$ cat src/logic/trf_defs.svh
// register offsets, field positions, reset values and timing figures of the result path
`ifndef TRF_DEFS_SVH
`define TRF_DEFS_SVH

`define TRF_ADDR_CFG1 8'h01
`define TRF_ADDR_CFG2 8'h02
`define TRF_ADDR_LOC_HIGH 8'h0b
`define TRF_ADDR_LOC_LOW 8'h0c
`define TRF_ADDR_LOC_OVT 8'h0d
`define TRF_ADDR_REM_HIGH 8'h0e
`define TRF_ADDR_REM_LOW 8'h0f
`define TRF_ADDR_REM_OVT 8'h10
`define TRF_ADDR_LOC_OFS 8'h16
`define TRF_ADDR_REM_OFS 8'h17
`define TRF_ADDR_LOC_FRAC 8'h40
`define TRF_ADDR_LOC_INT 8'h41
`define TRF_ADDR_REM_FRAC 8'h42
`define TRF_ADDR_REM_INT 8'h43

`define TRF_CFG1_MONITOR_BIT 0
`define TRF_CFG1_AVG_DIS_BIT 1
`define TRF_CFG2_CYCLE_BIT 7
`define TRF_CFG2_SEL_HI 5
`define TRF_CFG2_SEL_LO 4

`define TRF_RST_CFG1 8'h01
`define TRF_RST_CFG2 8'h80
`define TRF_RST_HIGH 8'h8b
`define TRF_RST_LOW 8'h54
`define TRF_RST_OVT 8'h95
`define TRF_RST_OFS 8'h00
`define TRF_RST_RESULT 8'h00

`define TRF_SEL_LOCAL 2'h0
`define TRF_SEL_REMOTE 2'h1
`define TRF_AVG_COUNT 16
`define TRF_CLK_HZ 25000000
`define TRF_LOCAL_MS 11
`define TRF_REMOTE_AVG_MS 32
`define TRF_REMOTE_RAW_MS 6

`endif

$ cat src/logic/trf_pkg.sv
// types shared by the temperature result path
package trf_pkg;

  // conversion slot, one-hot
  typedef enum logic [2:0]
  {
    TRF_IDLE = 3'h1,
    TRF_LOCAL = 3'h2,
    TRF_REMOTE = 3'h4
  } trf_slot_t;

endpackage

$ cat src/logic/trf_result_path.sv
// temperature result formatting, averaging, offset, limits and register port
`timescale 1ns/1ps
`include "trf_defs.svh"

// Behaviour
// RQ1 - result is 13 bits over two registers
// RQ2 - integer byte is offset-64, one degree steps
// RQ3 - five fraction bits, each 1/32 degree
// RQ4 - span is -64 to +191.96875 degrees
// RQ5 - slow rates average sixteen measurements
// RQ6 - fast rates store single measurements
// RQ7 - config1 bit 1 disables averaging
// RQ8 - remote slot 32 ms averaged, 6 ms not
// RQ9 - config2 bit 7 cycles all channels
// RQ10 - config2 bits 5:4 pick single channel
// RQ11 - results at 0x40..0x43, reset zero
// RQ12 - beyond limit sets flag, may alert
// RQ13 - high, low, overtemp limits with defaults
// RQ14 - per-channel offset added before storing
// RQ15 - offset is signed, 0.125 degree step
// RQ16 - fraction read freezes channel until integer read
// RQ17 - high flags at or above, low below
// RQ18 - compare corrected integer byte with limits
module trf_result_path #(
  parameter int CNT_W = 20,
  parameter int LOCAL_CYC = `TRF_LOCAL_MS * (`TRF_CLK_HZ / 1000),
  parameter int REMOTE_AVG_CYC = `TRF_REMOTE_AVG_MS * (`TRF_CLK_HZ / 1000),
  parameter int REMOTE_RAW_CYC = `TRF_REMOTE_RAW_MS * (`TRF_CLK_HZ / 1000)
)
(
  input wire logic clk,
  input wire logic rst,
  input wire logic ce,
  input wire logic [7:0] reg_addr,
  input wire logic reg_wr,
  input wire logic reg_rd,
  input wire logic [7:0] reg_wdata,
  output logic [7:0] reg_rdata,
  input wire logic rate_fast,
  input wire logic meas_valid,
  input wire logic [12:0] meas_data,
  output logic meas_start,
  output logic meas_remote,
  output logic loc_high_flag,
  output logic loc_low_flag,
  output logic loc_overtemp_flag,
  output logic rem_high_flag,
  output logic rem_low_flag,
  output logic rem_overtemp_flag,
  output logic alert_n
);

  ////////////////////////////////////////////////////////////////////////////
  // helpers

  // add signed offset (1/8 degree steps = 4 result lsbs), clamp to 13-bit span
  function automatic logic [12:0] trf_apply_offset(input logic [12:0] v, input logic [7:0] ofs);
    logic signed [15:0] sum;
    sum = signed'({3'h0, v}) + signed'({{6{ofs[7]}}, ofs, 2'h0}); // RQ14 RQ15
    if (sum < 16'sh0000)
      trf_apply_offset = 13'h0000; // RQ4
    else if (sum > 16'sh1fff)
      trf_apply_offset = 13'h1fff; // RQ4
    else
      trf_apply_offset = sum[12:0];
  endfunction

  // limit check on the integer byte: {high, low, overtemp}
  function automatic logic [2:0] trf_limits(input logic [12:0] v, input logic [7:0] hi,
    input logic [7:0] lo, input logic [7:0] ovt);
    trf_limits[2] = v[12:5] >= hi; // RQ17 RQ18
    trf_limits[1] = v[12:5] < lo; // RQ17 RQ18
    trf_limits[0] = v[12:5] >= ovt; // RQ18
  endfunction

  ////////////////////////////////////////////////////////////////////////////
  // register file

  logic [7:0] cfg1_r, cfg1_nxt;
  logic [7:0] cfg2_r, cfg2_nxt;
  logic [7:0] loc_high_r, loc_high_nxt, loc_low_r, loc_low_nxt, loc_ovt_r, loc_ovt_nxt;
  logic [7:0] rem_high_r, rem_high_nxt, rem_low_r, rem_low_nxt, rem_ovt_r, rem_ovt_nxt;
  logic [7:0] loc_ofs_r, loc_ofs_nxt, rem_ofs_r, rem_ofs_nxt;
  logic [7:0] rdata_r, rdata_nxt;
  logic [12:0] loc_res_r, rem_res_r;

  // writes to read-only or unmapped offsets are dropped
  always_comb
  begin
    cfg1_nxt = cfg1_r;
    cfg2_nxt = cfg2_r;
    loc_high_nxt = loc_high_r;
    loc_low_nxt = loc_low_r;
    loc_ovt_nxt = loc_ovt_r;
    rem_high_nxt = rem_high_r;
    rem_low_nxt = rem_low_r;
    rem_ovt_nxt = rem_ovt_r;
    loc_ofs_nxt = loc_ofs_r;
    rem_ofs_nxt = rem_ofs_r;
    if (reg_wr)
    begin
      unique case (reg_addr)
        `TRF_ADDR_CFG1: cfg1_nxt = reg_wdata;
        `TRF_ADDR_CFG2: cfg2_nxt = reg_wdata;
        `TRF_ADDR_LOC_HIGH: loc_high_nxt = reg_wdata; // RQ13
        `TRF_ADDR_LOC_LOW: loc_low_nxt = reg_wdata; // RQ13
        `TRF_ADDR_LOC_OVT: loc_ovt_nxt = reg_wdata; // RQ13
        `TRF_ADDR_REM_HIGH: rem_high_nxt = reg_wdata; // RQ13
        `TRF_ADDR_REM_LOW: rem_low_nxt = reg_wdata; // RQ13
        `TRF_ADDR_REM_OVT: rem_ovt_nxt = reg_wdata; // RQ13
        `TRF_ADDR_LOC_OFS: loc_ofs_nxt = reg_wdata; // RQ14
        `TRF_ADDR_REM_OFS: rem_ofs_nxt = reg_wdata; // RQ14
        default: ;
      endcase
    end
    // read data is held between reads; unmapped reads give zero
    rdata_nxt = rdata_r;
    if (reg_rd)
    begin
      unique case (reg_addr)
        `TRF_ADDR_CFG1: rdata_nxt = cfg1_r;
        `TRF_ADDR_CFG2: rdata_nxt = cfg2_r;
        `TRF_ADDR_LOC_HIGH: rdata_nxt = loc_high_r;
        `TRF_ADDR_LOC_LOW: rdata_nxt = loc_low_r;
        `TRF_ADDR_LOC_OVT: rdata_nxt = loc_ovt_r;
        `TRF_ADDR_REM_HIGH: rdata_nxt = rem_high_r;
        `TRF_ADDR_REM_LOW: rdata_nxt = rem_low_r;
        `TRF_ADDR_REM_OVT: rdata_nxt = rem_ovt_r;
        `TRF_ADDR_LOC_OFS: rdata_nxt = loc_ofs_r;
        `TRF_ADDR_REM_OFS: rdata_nxt = rem_ofs_r;
        `TRF_ADDR_LOC_FRAC: rdata_nxt = {3'h0, loc_res_r[4:0]}; // RQ1 RQ3 RQ11
        `TRF_ADDR_LOC_INT: rdata_nxt = loc_res_r[12:5]; // RQ1 RQ2 RQ11
        `TRF_ADDR_REM_FRAC: rdata_nxt = {3'h0, rem_res_r[4:0]}; // RQ1 RQ3 RQ11
        `TRF_ADDR_REM_INT: rdata_nxt = rem_res_r[12:5]; // RQ1 RQ2 RQ11
        default: rdata_nxt = 8'h00;
      endcase
    end
  end

  always_ff @(posedge clk)
  begin
    if (rst)
    begin
      cfg1_r <= `TRF_RST_CFG1;
      cfg2_r <= `TRF_RST_CFG2;
      loc_high_r <= `TRF_RST_HIGH;
      loc_low_r <= `TRF_RST_LOW;
      loc_ovt_r <= `TRF_RST_OVT;
      rem_high_r <= `TRF_RST_HIGH;
      rem_low_r <= `TRF_RST_LOW;
      rem_ovt_r <= `TRF_RST_OVT;
      loc_ofs_r <= `TRF_RST_OFS; // RQ15
      rem_ofs_r <= `TRF_RST_OFS; // RQ15
      rdata_r <= 8'h00;
    end
    else if (ce)
    begin
      cfg1_r <= cfg1_nxt;
      cfg2_r <= cfg2_nxt;
      loc_high_r <= loc_high_nxt;
      loc_low_r <= loc_low_nxt;
      loc_ovt_r <= loc_ovt_nxt;
      rem_high_r <= rem_high_nxt;
      rem_low_r <= rem_low_nxt;
      rem_ovt_r <= rem_ovt_nxt;
      loc_ofs_r <= loc_ofs_nxt;
      rem_ofs_r <= rem_ofs_nxt;
      rdata_r <= rdata_nxt;
    end
  end

  assign reg_rdata = rdata_r;

  ////////////////////////////////////////////////////////////////////////////
  // conversion sequencer and averaging

  trf_pkg::trf_slot_t slot_r, slot_nxt;
  logic [CNT_W-1:0] cnt_r, cnt_nxt;
  logic [16:0] acc_r, acc_nxt;
  logic [4:0] nsamp_r, nsamp_nxt;
  logic pend_r, pend_nxt, done_r, done_nxt, start_r, start_nxt, chan_r, chan_nxt;
  logic store;
  logic [12:0] store_val;
  logic avg_on, cycle_all, sel_remote, now_remote;
  logic [4:0] need;
  logic [CNT_W-1:0] slot_len;

  assign avg_on = !cfg1_r[`TRF_CFG1_AVG_DIS_BIT] && !rate_fast; // RQ5 RQ6 RQ7
  assign need = avg_on ? 5'(`TRF_AVG_COUNT) : 5'h01; // RQ5 RQ6
  assign cycle_all = cfg2_r[`TRF_CFG2_CYCLE_BIT]; // RQ9
  // reserved selector codes fall back to the local channel
  assign sel_remote = cfg2_r[`TRF_CFG2_SEL_HI:`TRF_CFG2_SEL_LO] == `TRF_SEL_REMOTE; // RQ10
  assign now_remote = slot_r == trf_pkg::TRF_REMOTE;
  assign slot_len = !now_remote ? CNT_W'(LOCAL_CYC)
    : avg_on ? CNT_W'(REMOTE_AVG_CYC) : CNT_W'(REMOTE_RAW_CYC); // RQ8

  // one request to the converter at a time; a late sample after slot end is lost
  always_comb
  begin
    slot_nxt = slot_r;
    cnt_nxt = cnt_r;
    acc_nxt = acc_r;
    nsamp_nxt = nsamp_r;
    pend_nxt = pend_r;
    done_nxt = done_r;
    start_nxt = 1'b0;
    store = 1'b0;
    store_val = 13'h0000;
    unique case (slot_r)
      trf_pkg::TRF_IDLE:
      begin
        if (cfg1_r[`TRF_CFG1_MONITOR_BIT])
        begin
          slot_nxt = (!cycle_all && sel_remote) ? trf_pkg::TRF_REMOTE : trf_pkg::TRF_LOCAL;
          cnt_nxt = '0;
        end
      end
      trf_pkg::TRF_LOCAL, trf_pkg::TRF_REMOTE:
      begin
        cnt_nxt = cnt_r + 1'b1;
        if (meas_valid && pend_r)
        begin
          pend_nxt = 1'b0;
          acc_nxt = acc_r + 17'(meas_data);
          nsamp_nxt = nsamp_r + 1'b1;
          if (nsamp_r + 1'b1 == need)
          begin
            store = 1'b1;
            store_val = avg_on ? acc_nxt[16:4] : meas_data; // RQ5 RQ6
            done_nxt = 1'b1;
          end
        end
        if (!cfg1_r[`TRF_CFG1_MONITOR_BIT])
        begin
          slot_nxt = trf_pkg::TRF_IDLE;
          pend_nxt = 1'b0;
          done_nxt = 1'b0;
          acc_nxt = '0;
          nsamp_nxt = '0;
        end
        else if (cnt_r + 1'b1 >= slot_len)
        begin
          // round robin alternates, single mode stays on the chosen one
          if (cycle_all)
            slot_nxt = now_remote ? trf_pkg::TRF_LOCAL : trf_pkg::TRF_REMOTE; // RQ9
          else
            slot_nxt = sel_remote ? trf_pkg::TRF_REMOTE : trf_pkg::TRF_LOCAL; // RQ10
          cnt_nxt = '0;
          pend_nxt = 1'b0;
          done_nxt = 1'b0;
          acc_nxt = '0;
          nsamp_nxt = '0;
        end
        else if (!pend_nxt && !done_nxt)
        begin
          start_nxt = 1'b1;
          pend_nxt = 1'b1;
        end
      end
    endcase
    // channel is held through the slot so the converter may read it any time
    chan_nxt = slot_nxt == trf_pkg::TRF_REMOTE;
  end

  always_ff @(posedge clk)
  begin
    if (rst)
    begin
      slot_r <= trf_pkg::TRF_IDLE;
      cnt_r <= '0;
      acc_r <= '0;
      nsamp_r <= '0;
      pend_r <= 1'b0;
      done_r <= 1'b0;
      start_r <= 1'b0;
      chan_r <= 1'b0;
    end
    else if (ce)
    begin
      slot_r <= slot_nxt;
      cnt_r <= cnt_nxt;
      acc_r <= acc_nxt;
      nsamp_r <= nsamp_nxt;
      pend_r <= pend_nxt;
      done_r <= done_nxt;
      start_r <= start_nxt;
      chan_r <= chan_nxt;
    end
  end

  assign meas_start = start_r;
  assign meas_remote = chan_r;

  ////////////////////////////////////////////////////////////////////////////
  // result registers, read lock and limit flags

  logic [12:0] loc_res_nxt, rem_res_nxt, corr;
  logic loc_lock_r, loc_lock_nxt, rem_lock_r, rem_lock_nxt;
  logic [2:0] loc_flags_r, loc_flags_nxt, rem_flags_r, rem_flags_nxt;
  logic alert_n_r, alert_n_nxt;

  assign corr = trf_apply_offset(store_val, now_remote ? rem_ofs_r : loc_ofs_r); // RQ14

  always_comb
  begin
    loc_res_nxt = loc_res_r;
    rem_res_nxt = rem_res_r;
    loc_lock_nxt = loc_lock_r;
    rem_lock_nxt = rem_lock_r;
    loc_flags_nxt = loc_flags_r;
    rem_flags_nxt = rem_flags_r;
    // fraction read locks, integer read unlocks; integer alone leaves it open
    if (reg_rd && reg_addr == `TRF_ADDR_LOC_FRAC)
      loc_lock_nxt = 1'b1; // RQ16
    if (reg_rd && reg_addr == `TRF_ADDR_LOC_INT)
      loc_lock_nxt = 1'b0; // RQ16
    if (reg_rd && reg_addr == `TRF_ADDR_REM_FRAC)
      rem_lock_nxt = 1'b1; // RQ16
    if (reg_rd && reg_addr == `TRF_ADDR_REM_INT)
      rem_lock_nxt = 1'b0; // RQ16
    // flags follow every stored result; results only while unlocked
    if (store && !now_remote)
    begin
      loc_flags_nxt = trf_limits(corr, loc_high_r, loc_low_r, loc_ovt_r); // RQ12
      if (!loc_lock_r)
        loc_res_nxt = corr; // RQ16
    end
    if (store && now_remote)
    begin
      rem_flags_nxt = trf_limits(corr, rem_high_r, rem_low_r, rem_ovt_r); // RQ12
      if (!rem_lock_r)
        rem_res_nxt = corr; // RQ16
    end
    alert_n_nxt = !(|loc_flags_nxt[2:1] || |rem_flags_nxt[2:1]); // RQ12
  end

  always_ff @(posedge clk)
  begin
    if (rst)
    begin
      loc_res_r <= {`TRF_RST_RESULT, 5'h00}; // RQ11
      rem_res_r <= {`TRF_RST_RESULT, 5'h00}; // RQ11
      loc_lock_r <= 1'b0;
      rem_lock_r <= 1'b0;
      loc_flags_r <= 3'h0;
      rem_flags_r <= 3'h0;
      alert_n_r <= 1'b1;
    end
    else if (ce)
    begin
      loc_res_r <= loc_res_nxt;
      rem_res_r <= rem_res_nxt;
      loc_lock_r <= loc_lock_nxt;
      rem_lock_r <= rem_lock_nxt;
      loc_flags_r <= loc_flags_nxt;
      rem_flags_r <= rem_flags_nxt;
      alert_n_r <= alert_n_nxt;
    end
  end

  assign loc_high_flag = loc_flags_r[2];
  assign loc_low_flag = loc_flags_r[1];
  assign loc_overtemp_flag = loc_flags_r[0];
  assign rem_high_flag = rem_flags_r[2];
  assign rem_low_flag = rem_flags_r[1];
  assign rem_overtemp_flag = rem_flags_r[0];
  assign alert_n = alert_n_r;

endmodule

$ cat config.mk
export PLATFORM = sky130hd
export DESIGN_NAME = trf_result_path
export DESIGN_NICKNAME = d
export VERILOG_FILES = /design/src/logic/trf_pkg.sv /design/src/logic/trf_result_path.sv
export VERILOG_INCLUDE_DIRS = /design/src /design/src/logic
export SDC_FILE = /design/constraint.sdc
export NUM_CORES = 1
export LEC_CHECK = 0
export BUFFER_PORTS_ARGS = -buffer_cell sky130_fd_sc_hd__buf_2
export CORE_ASPECT_RATIO = 1.4
export CORE_MARGIN = 4
export CORE_UTILIZATION = 25
export CTS_BUF_LIST = sky130_fd_sc_hd__clkbuf_8
export CTS_CLUSTER_SIZE = 10
export DETAILED_ROUTE_END_ITERATION = 12
export SYNTH_ARGS = -nofsm -noshare
export SYNTH_HDL_FRONTEND = slang
export SYNTH_SLANG_ARGS = --single-unit
export TNS_END_PERCENT = 1
$ cat constraint.sdc
create_clock -name clk -period 10.58 [get_ports clk]
set_input_delay 3.174 -clock clk [delete_from_list [all_inputs] [get_ports clk]]
set_output_delay 3.174 -clock clk [all_outputs]
set_load 0.01 [all_outputs]
# Word level (Yosys, flattened, before mapping)

Index checks and enable logic that the tools add are counted.

Muxes and demuxes: 52
Order comparisons: 9
Bitwise operators: 2
Add/sub/neg operators: 4
Reductions and logical operators: 43
Equality and inequality tests: 22

Operators by type and width:

| cell                    | number |
|---|---|
| $pmux W8 S14            | 1 |
| $mux W20                | 5 |
| $mux W13                | 6 |
| $mux W17                | 3 |
| $eq A8 B4 Y1 const B    | 5 |
| $pmux W20 S2            | 1 |
| $reduce_and A3 Y1       | 13 |
| $eq A8 B7 Y1 const B    | 4 |
| $ge A8 B8 Y1            | 4 |
| $mux W3                 | 9 |
| $eq A8 B5 Y1 const B    | 3 |
| $mux W1                 | 21 |
| $add A20 B1 Y20 const B | 1 |
| $ge A20 B20 Y1          | 1 |
| $mux W5                 | 4 |
| $add A17 B13 Y17        | 1 |
| $lt A8 B8 Y1            | 2 |
| $add A14 B10 Y15        | 1 |
| $gt A15 B14 Y1 const B  | 1 |
| $lt A15 B1 Y1 const B   | 1 |
| $reduce_and A2 Y1       | 7 |
| $logic_and A1 B1 Y1     | 10 |
| $eq A8 B1 Y1 const B    | 1 |
| $eq A8 B2 Y1 const B    | 1 |
| other kinds (15)        | 26 |

Bits in registers: 172

# Logic depth before layout (Yosys ltp)

Depth in word-level cells: 16
Gate-level depth with buffers: 29
Mapped depth without buffers: 29

# Least setup slack after synthesis

OpenSTA, ideal clock, no wires.

Path type: input -> register
Start: input port meas_data[0]
End: register alert_n_r (netlist: alert_n)
Slack: 2,239 ps
Required time: 10,502 ps
Stages on the path: 26
Arrival: 8,263 ps
Cell sequence: ha_1 > inv_1 > fa_1 > nand2b_1 > a21oi_1 > nor3_1 > o21ai_0 > a311oi_1 > xnor2_1 > nand2_1 > a21oi_1 > ha_1 > a2111oi_0 > o21ai_0 > nand2_1 > o211a_1 > nand2_1 > buf_4 > a21oi_2 > ha_1 > a2111oi_0 > o21ai_0 > a2111oi_0 > a211oi_1 > o31a_1 > nor3_1

Longest elaborated chain between the ends: 14
Elaborated cells on any way between the ends: 20
Classes of those cells: add/sub: 2; order compare: 6; mux: 8; reduce/logical: 4

Ends and longest elaborated chain:

| item                                         | RTL line                                       | text |
|---|---|---|
| start: declaration                           | trf_result_path.sv:41                          | `input wire logic [12:0] meas_data,` |
| $add A17 B13 Y17                             | trf_result_path.sv:224                         | `acc_nxt = acc_r + 17'(meas_data);` |
| $mux W13 (*)                                 | trf_result_path.sv:229                         | `store_val = avg_on ? acc_nxt[16:4] : meas_data;` |
| $mux W13 (*)                                 | trf_result_path.sv:226                         | `if (nsamp_r + 1'b1 == need)` |
| $mux W13 (*)                                 | trf_result_path.sv:221                         | `if (meas_valid && pend_r)` |
| $mux W13 (*)                                 | trf_result_path.sv:209                         | `unique case (slot_r)` |
| $add A14 B10 Y15 (*)                         | trf_result_path.sv:59                          | `sum = signed'({3'h0, v}) + signed'({{6{ofs[7]}}, ofs, 2'h0});` |
| $gt A15 B14 Y1                               | trf_result_path.sv:62                          | `else if (sum > 16'sh1fff)` |
| $mux W13                                     | trf_result_path.sv:62                          |  |
| $mux W13 (*)                                 | trf_result_path.sv:60                          | `if (sum < 16'sh0000)` |
| net corr[10]                                 | trf_result_path.sv:297                         | `logic [12:0] loc_res_nxt, rem_res_nxt, corr;` |
| $lt A8 B8 Y1 or $ge A8 B8 Y1 (tied branches) | trf_result_path.sv:72, trf_result_path.sv:71   |  |
| $mux W3 (on tied branches)                   | trf_result_path.sv:322, trf_result_path.sv:328 |  |
| $reduce_or A2 Y1                             | trf_result_path.sv:334                         | `alert_n_nxt = !(\|loc_flags_nxt[2:1] \|\| \|rem_flags_nxt[2:1]);` |
| $logic_or A1 B1 Y1 (*)                       | trf_result_path.sv:334                         |  |
| $logic_not A1 Y1 (*)                         | trf_result_path.sv:334                         |  |
| end signal: assignment                       | trf_result_path.sv:357                         | `alert_n_r <= alert_n_nxt;` |
| end: declaration                             | trf_result_path.sv:300                         | `logic alert_n_r, alert_n_nxt;` |

Mark *: on every way through the listed nets, which the timed path passes. The rest lies on a longest branch.
A chain may end at the register's enable or synchronous reset.

# Worst setup path after layout

Ends and elaborated chain as after synthesis.

==> impl_results.md <==
* Finished Cell Area at 11760 sq um
* CP endpoint kind: register
* Hold path depth at 2
* RSZ-0062 raised after global routing: false
* CTS Buffer Depth at 2
* Post-synthesis net count at 1443
* Total GRT Usage at 14.64%
* Hold violation count in the final report at 0
* Status: completed
* ANT nets after route at 0
* Post-CTS Setup Inserts at 0
* Post-Place Cell Area at 11370 sq um
* Post-route DRC at 0
* Post-synth ARST share at 0%
* WL final at 34.49 mm
* Critical Path RT at 10980 ps
* Clk slew on worst S/H paths at 90 ps
* Hold buffers post-CTS at 0
* Period utilization at 86.75%
* Worst setup path class: input port to register
* Total power at 1204 uW
* # IOs at 53
* Initial antenna violation count at 2
* Sequential fraction of the synthesis area at 32.40%
* Setup-failing EPs final at 0
* CTS tree: built
* Die area at 45930 sq um
* Leakage at 0.004604 uW
* Syn Area/Cell at 8.077 sq um
* Std-Cell Rows at 89
* Syn Inst Count at 1316
* Final net count at 1451
* First-pass GRT wire length at 53.07 mm
* Die X at 182.3 um
* Post-synth EDFFs at 0
* Port Buffers at 52
* Shortest period the worst path allows at 9178 ps
* DRT iter0 DRCs at 768
* Root Buffer: clkbuf_8
* Post_cts resized at 0
* Max_slew headroom at 17.22%
* H-tree levels at 4
* Via Count at 9765
* Synth unique cells at 74
* Power Density at 102.4 nW/um^2
* Final setup TNS at 0 ps
* Top post-synthesis cells by area: dfxtp_1, ha_1, nand2_1
* Worst-case reg-to-reg path depth at 25
* Crit path arrival time at 9580 ps
* Worst IR drop on VDD at 58.79 uV
* Starting Density at 25.25%
* Total clock sinks at 172
* Yosys top cell area share at 32.40%
* Seq cells post-synth at 172
* Placeable Area at 42090 sq um
* Area leader, netlist: dfxtp_1
* WL per Instance at 18.31 um
* Total congestion overflow at 0
* Drt first pass iters at 6
* Maximum clock frequency at 0.1090 GHz
* Die Height at 252.0 um
* CP max FO at 14
* Clk_lat worst skew at 490 ps
* Synthesis Warnings at 0
* RD Place Congestion at 0.9339
* CP Launch Type: input port
* Final Skew at 19.22 ps
* Tightest Hold Check Type: register to register
* Ratio of cells with drive above 1 in the final layout at 9.349%
* Cell area after synthesis at 10630 sq um
* Layout area overhead at 10.59%
* DPL Wire Length at 26.10 mm
* Vias in the first global route at 9351
* Worst-Margin Slew at 1237 ps
* Top FF cell, synth: dfxtp_1
* Pins Over Slew Limit at 0
* Max Cap Violations at 0
* Via density at 5.183
* Largest net degree at the start of global routing at 77
* CTS Buf Count at 17
path summary, 6_finish.rpt:
| kind | start | endpoint | slack, ps |
|---|---|---|---|
| max reg2reg | acc_r[0] | alert_n | 3830 |
| min reg2reg | rem_res_r[4] | rem_res_r[4] | 460 |
| max | meas_data[0] | alert_n | 1400 |
| min | rem_res_r[4] | rem_res_r[4] | 460 |
power by group:
group / internal, uW / leakage [uW] / switching, uW
registers: 649 / 0.00139 / 2.21
logic: 22.0 / 0.00302 / 57.1
clock network: 195 / 0.000200 / 279
cells by family (layout without fill, tap and decap cells):
group / Yosys count / in the layout / share of synthesized area, %
AO/OA/AOI/OAI: 343 / 343 / 21.52
XOR/XNOR: 42 / 42 / 3.461
other: 0 / 1 / 0
adder cells (fa/ha/maj): 91 / 91 / 10.85
buffers and inverters: 135 / 156 / 4.850
flip-flops: 172 / 172 / 32.40
AND/OR/NAND/NOR: 482 / 482 / 20.73
multiplexers: 51 / 51 / 6.192
area by class of cell:
type | count | area [sq um]
Timing Repair Buffer | 60 | 322.8
Inverter | 64 | 240.2
Sequential cell | 172 | 3443
Tap cell | 546 | 683.2
Clock inverter | 15 | 151.4
Clock buffer | 17 | 234.0
Multi-Input combinational cell | 1009 | 6678
Fill cell | 4556 | 30340
Antenna cell | 1 | 2.502
synth_stat cells (13+ instances only):
cell,count
nand2b_1,19
a22oi_1,26
nand2_1,202
nand3_1,39
dfxtp_1,172
xnor2_1,18
nor2_1,118
a22o_1,16
nor3_1,20
mux2i_1,35
a21oi_1,120
a21o_1,13
o211ai_1,22
inv_1,63
and2_1,14
o21ai_0,39
xor2_1,24
a31oi_1,14
a211oi_1,14
and3_1,16
ha_1,89
clkbuf_1,58
per-stage QoR:
stage,setup slack (ps),utilization (%),hold slack (ps),instances
floorplan,2239,-,428.9,1316
global placement,1400,27.00,439.4,1851
detailed placement,1103,27.00,448.0,1851
CTS,1597,27.92,461.6,1883
global route,940.4,27.93,478.0,1884
finish,1402,27.93,460.7,1884
state kept, by name, summed over array words and instances (netlist names), 3 cells and up:
register,flops
reg_rdata,8
cnt_r,20
loc_low_r,8
nsamp_r,5
rem_flags_r,3
rem_high_r,8
loc_res_r,13
loc_ofs_r,8
cfg1_r,8
rem_ovt_r,8
rem_res_r,13
loc_flags_r,3
loc_high_r,8
rem_ofs_r,8
loc_ovt_r,8
cfg2_r,8
slot_r,3
rem_low_r,8
acc_r,17
metal layers:
layer  GRT usage, %  routed length, um  vias to the layer above  part of all wire (%)
li1               -                  -                     4732                     -
met1          17.06              14020                     4680                    41
met2          25.94              17260                      272                    50
met3          2.134               1362                       81                   3.9
met4          7.573               1844                        0                   5.3
met5              0                  0                        -                     0
critical path, cell delays in order:
cell and delay, ps:
buf_2 100, ha_1 200, inv_1 70, fa_1 400, nand2b_1 180, a21oi_1 220, nor3_1 110, o21ai_0 380
a311oi_1 190, xnor2_1 230, nand2_1 80, a21oi_1 160, ha_1 330, a2111oi_0 470, o21ai_0 190, nand2_1 140
o211a_1 190, nand2_1 320, a21oi_2 560, ha_1 340, a2111oi_0 390, o21ai_0 180, a2111oi_0 390, a211oi_1 90
o31a_1 310, nor3_1 190
cell usage in the layout, fill, tap and decap left out, types with 17 or more instances in the layout:
cell	n
inv_1	64
a21oi_1	120
ha_1	89
nand3_1	39
a22oi_1	26
nor3_1	20
xnor2_1	18
mux2i_1	35
o211ai_1	22
xor2_1	24
buf_2	51
dfxtp_1	172
nand2b_1	19
nor2_1	118
o21ai_0	39
clkbuf_8	17
nand2_1	202
Note: power is estimated with default switching activity, not from simulation.
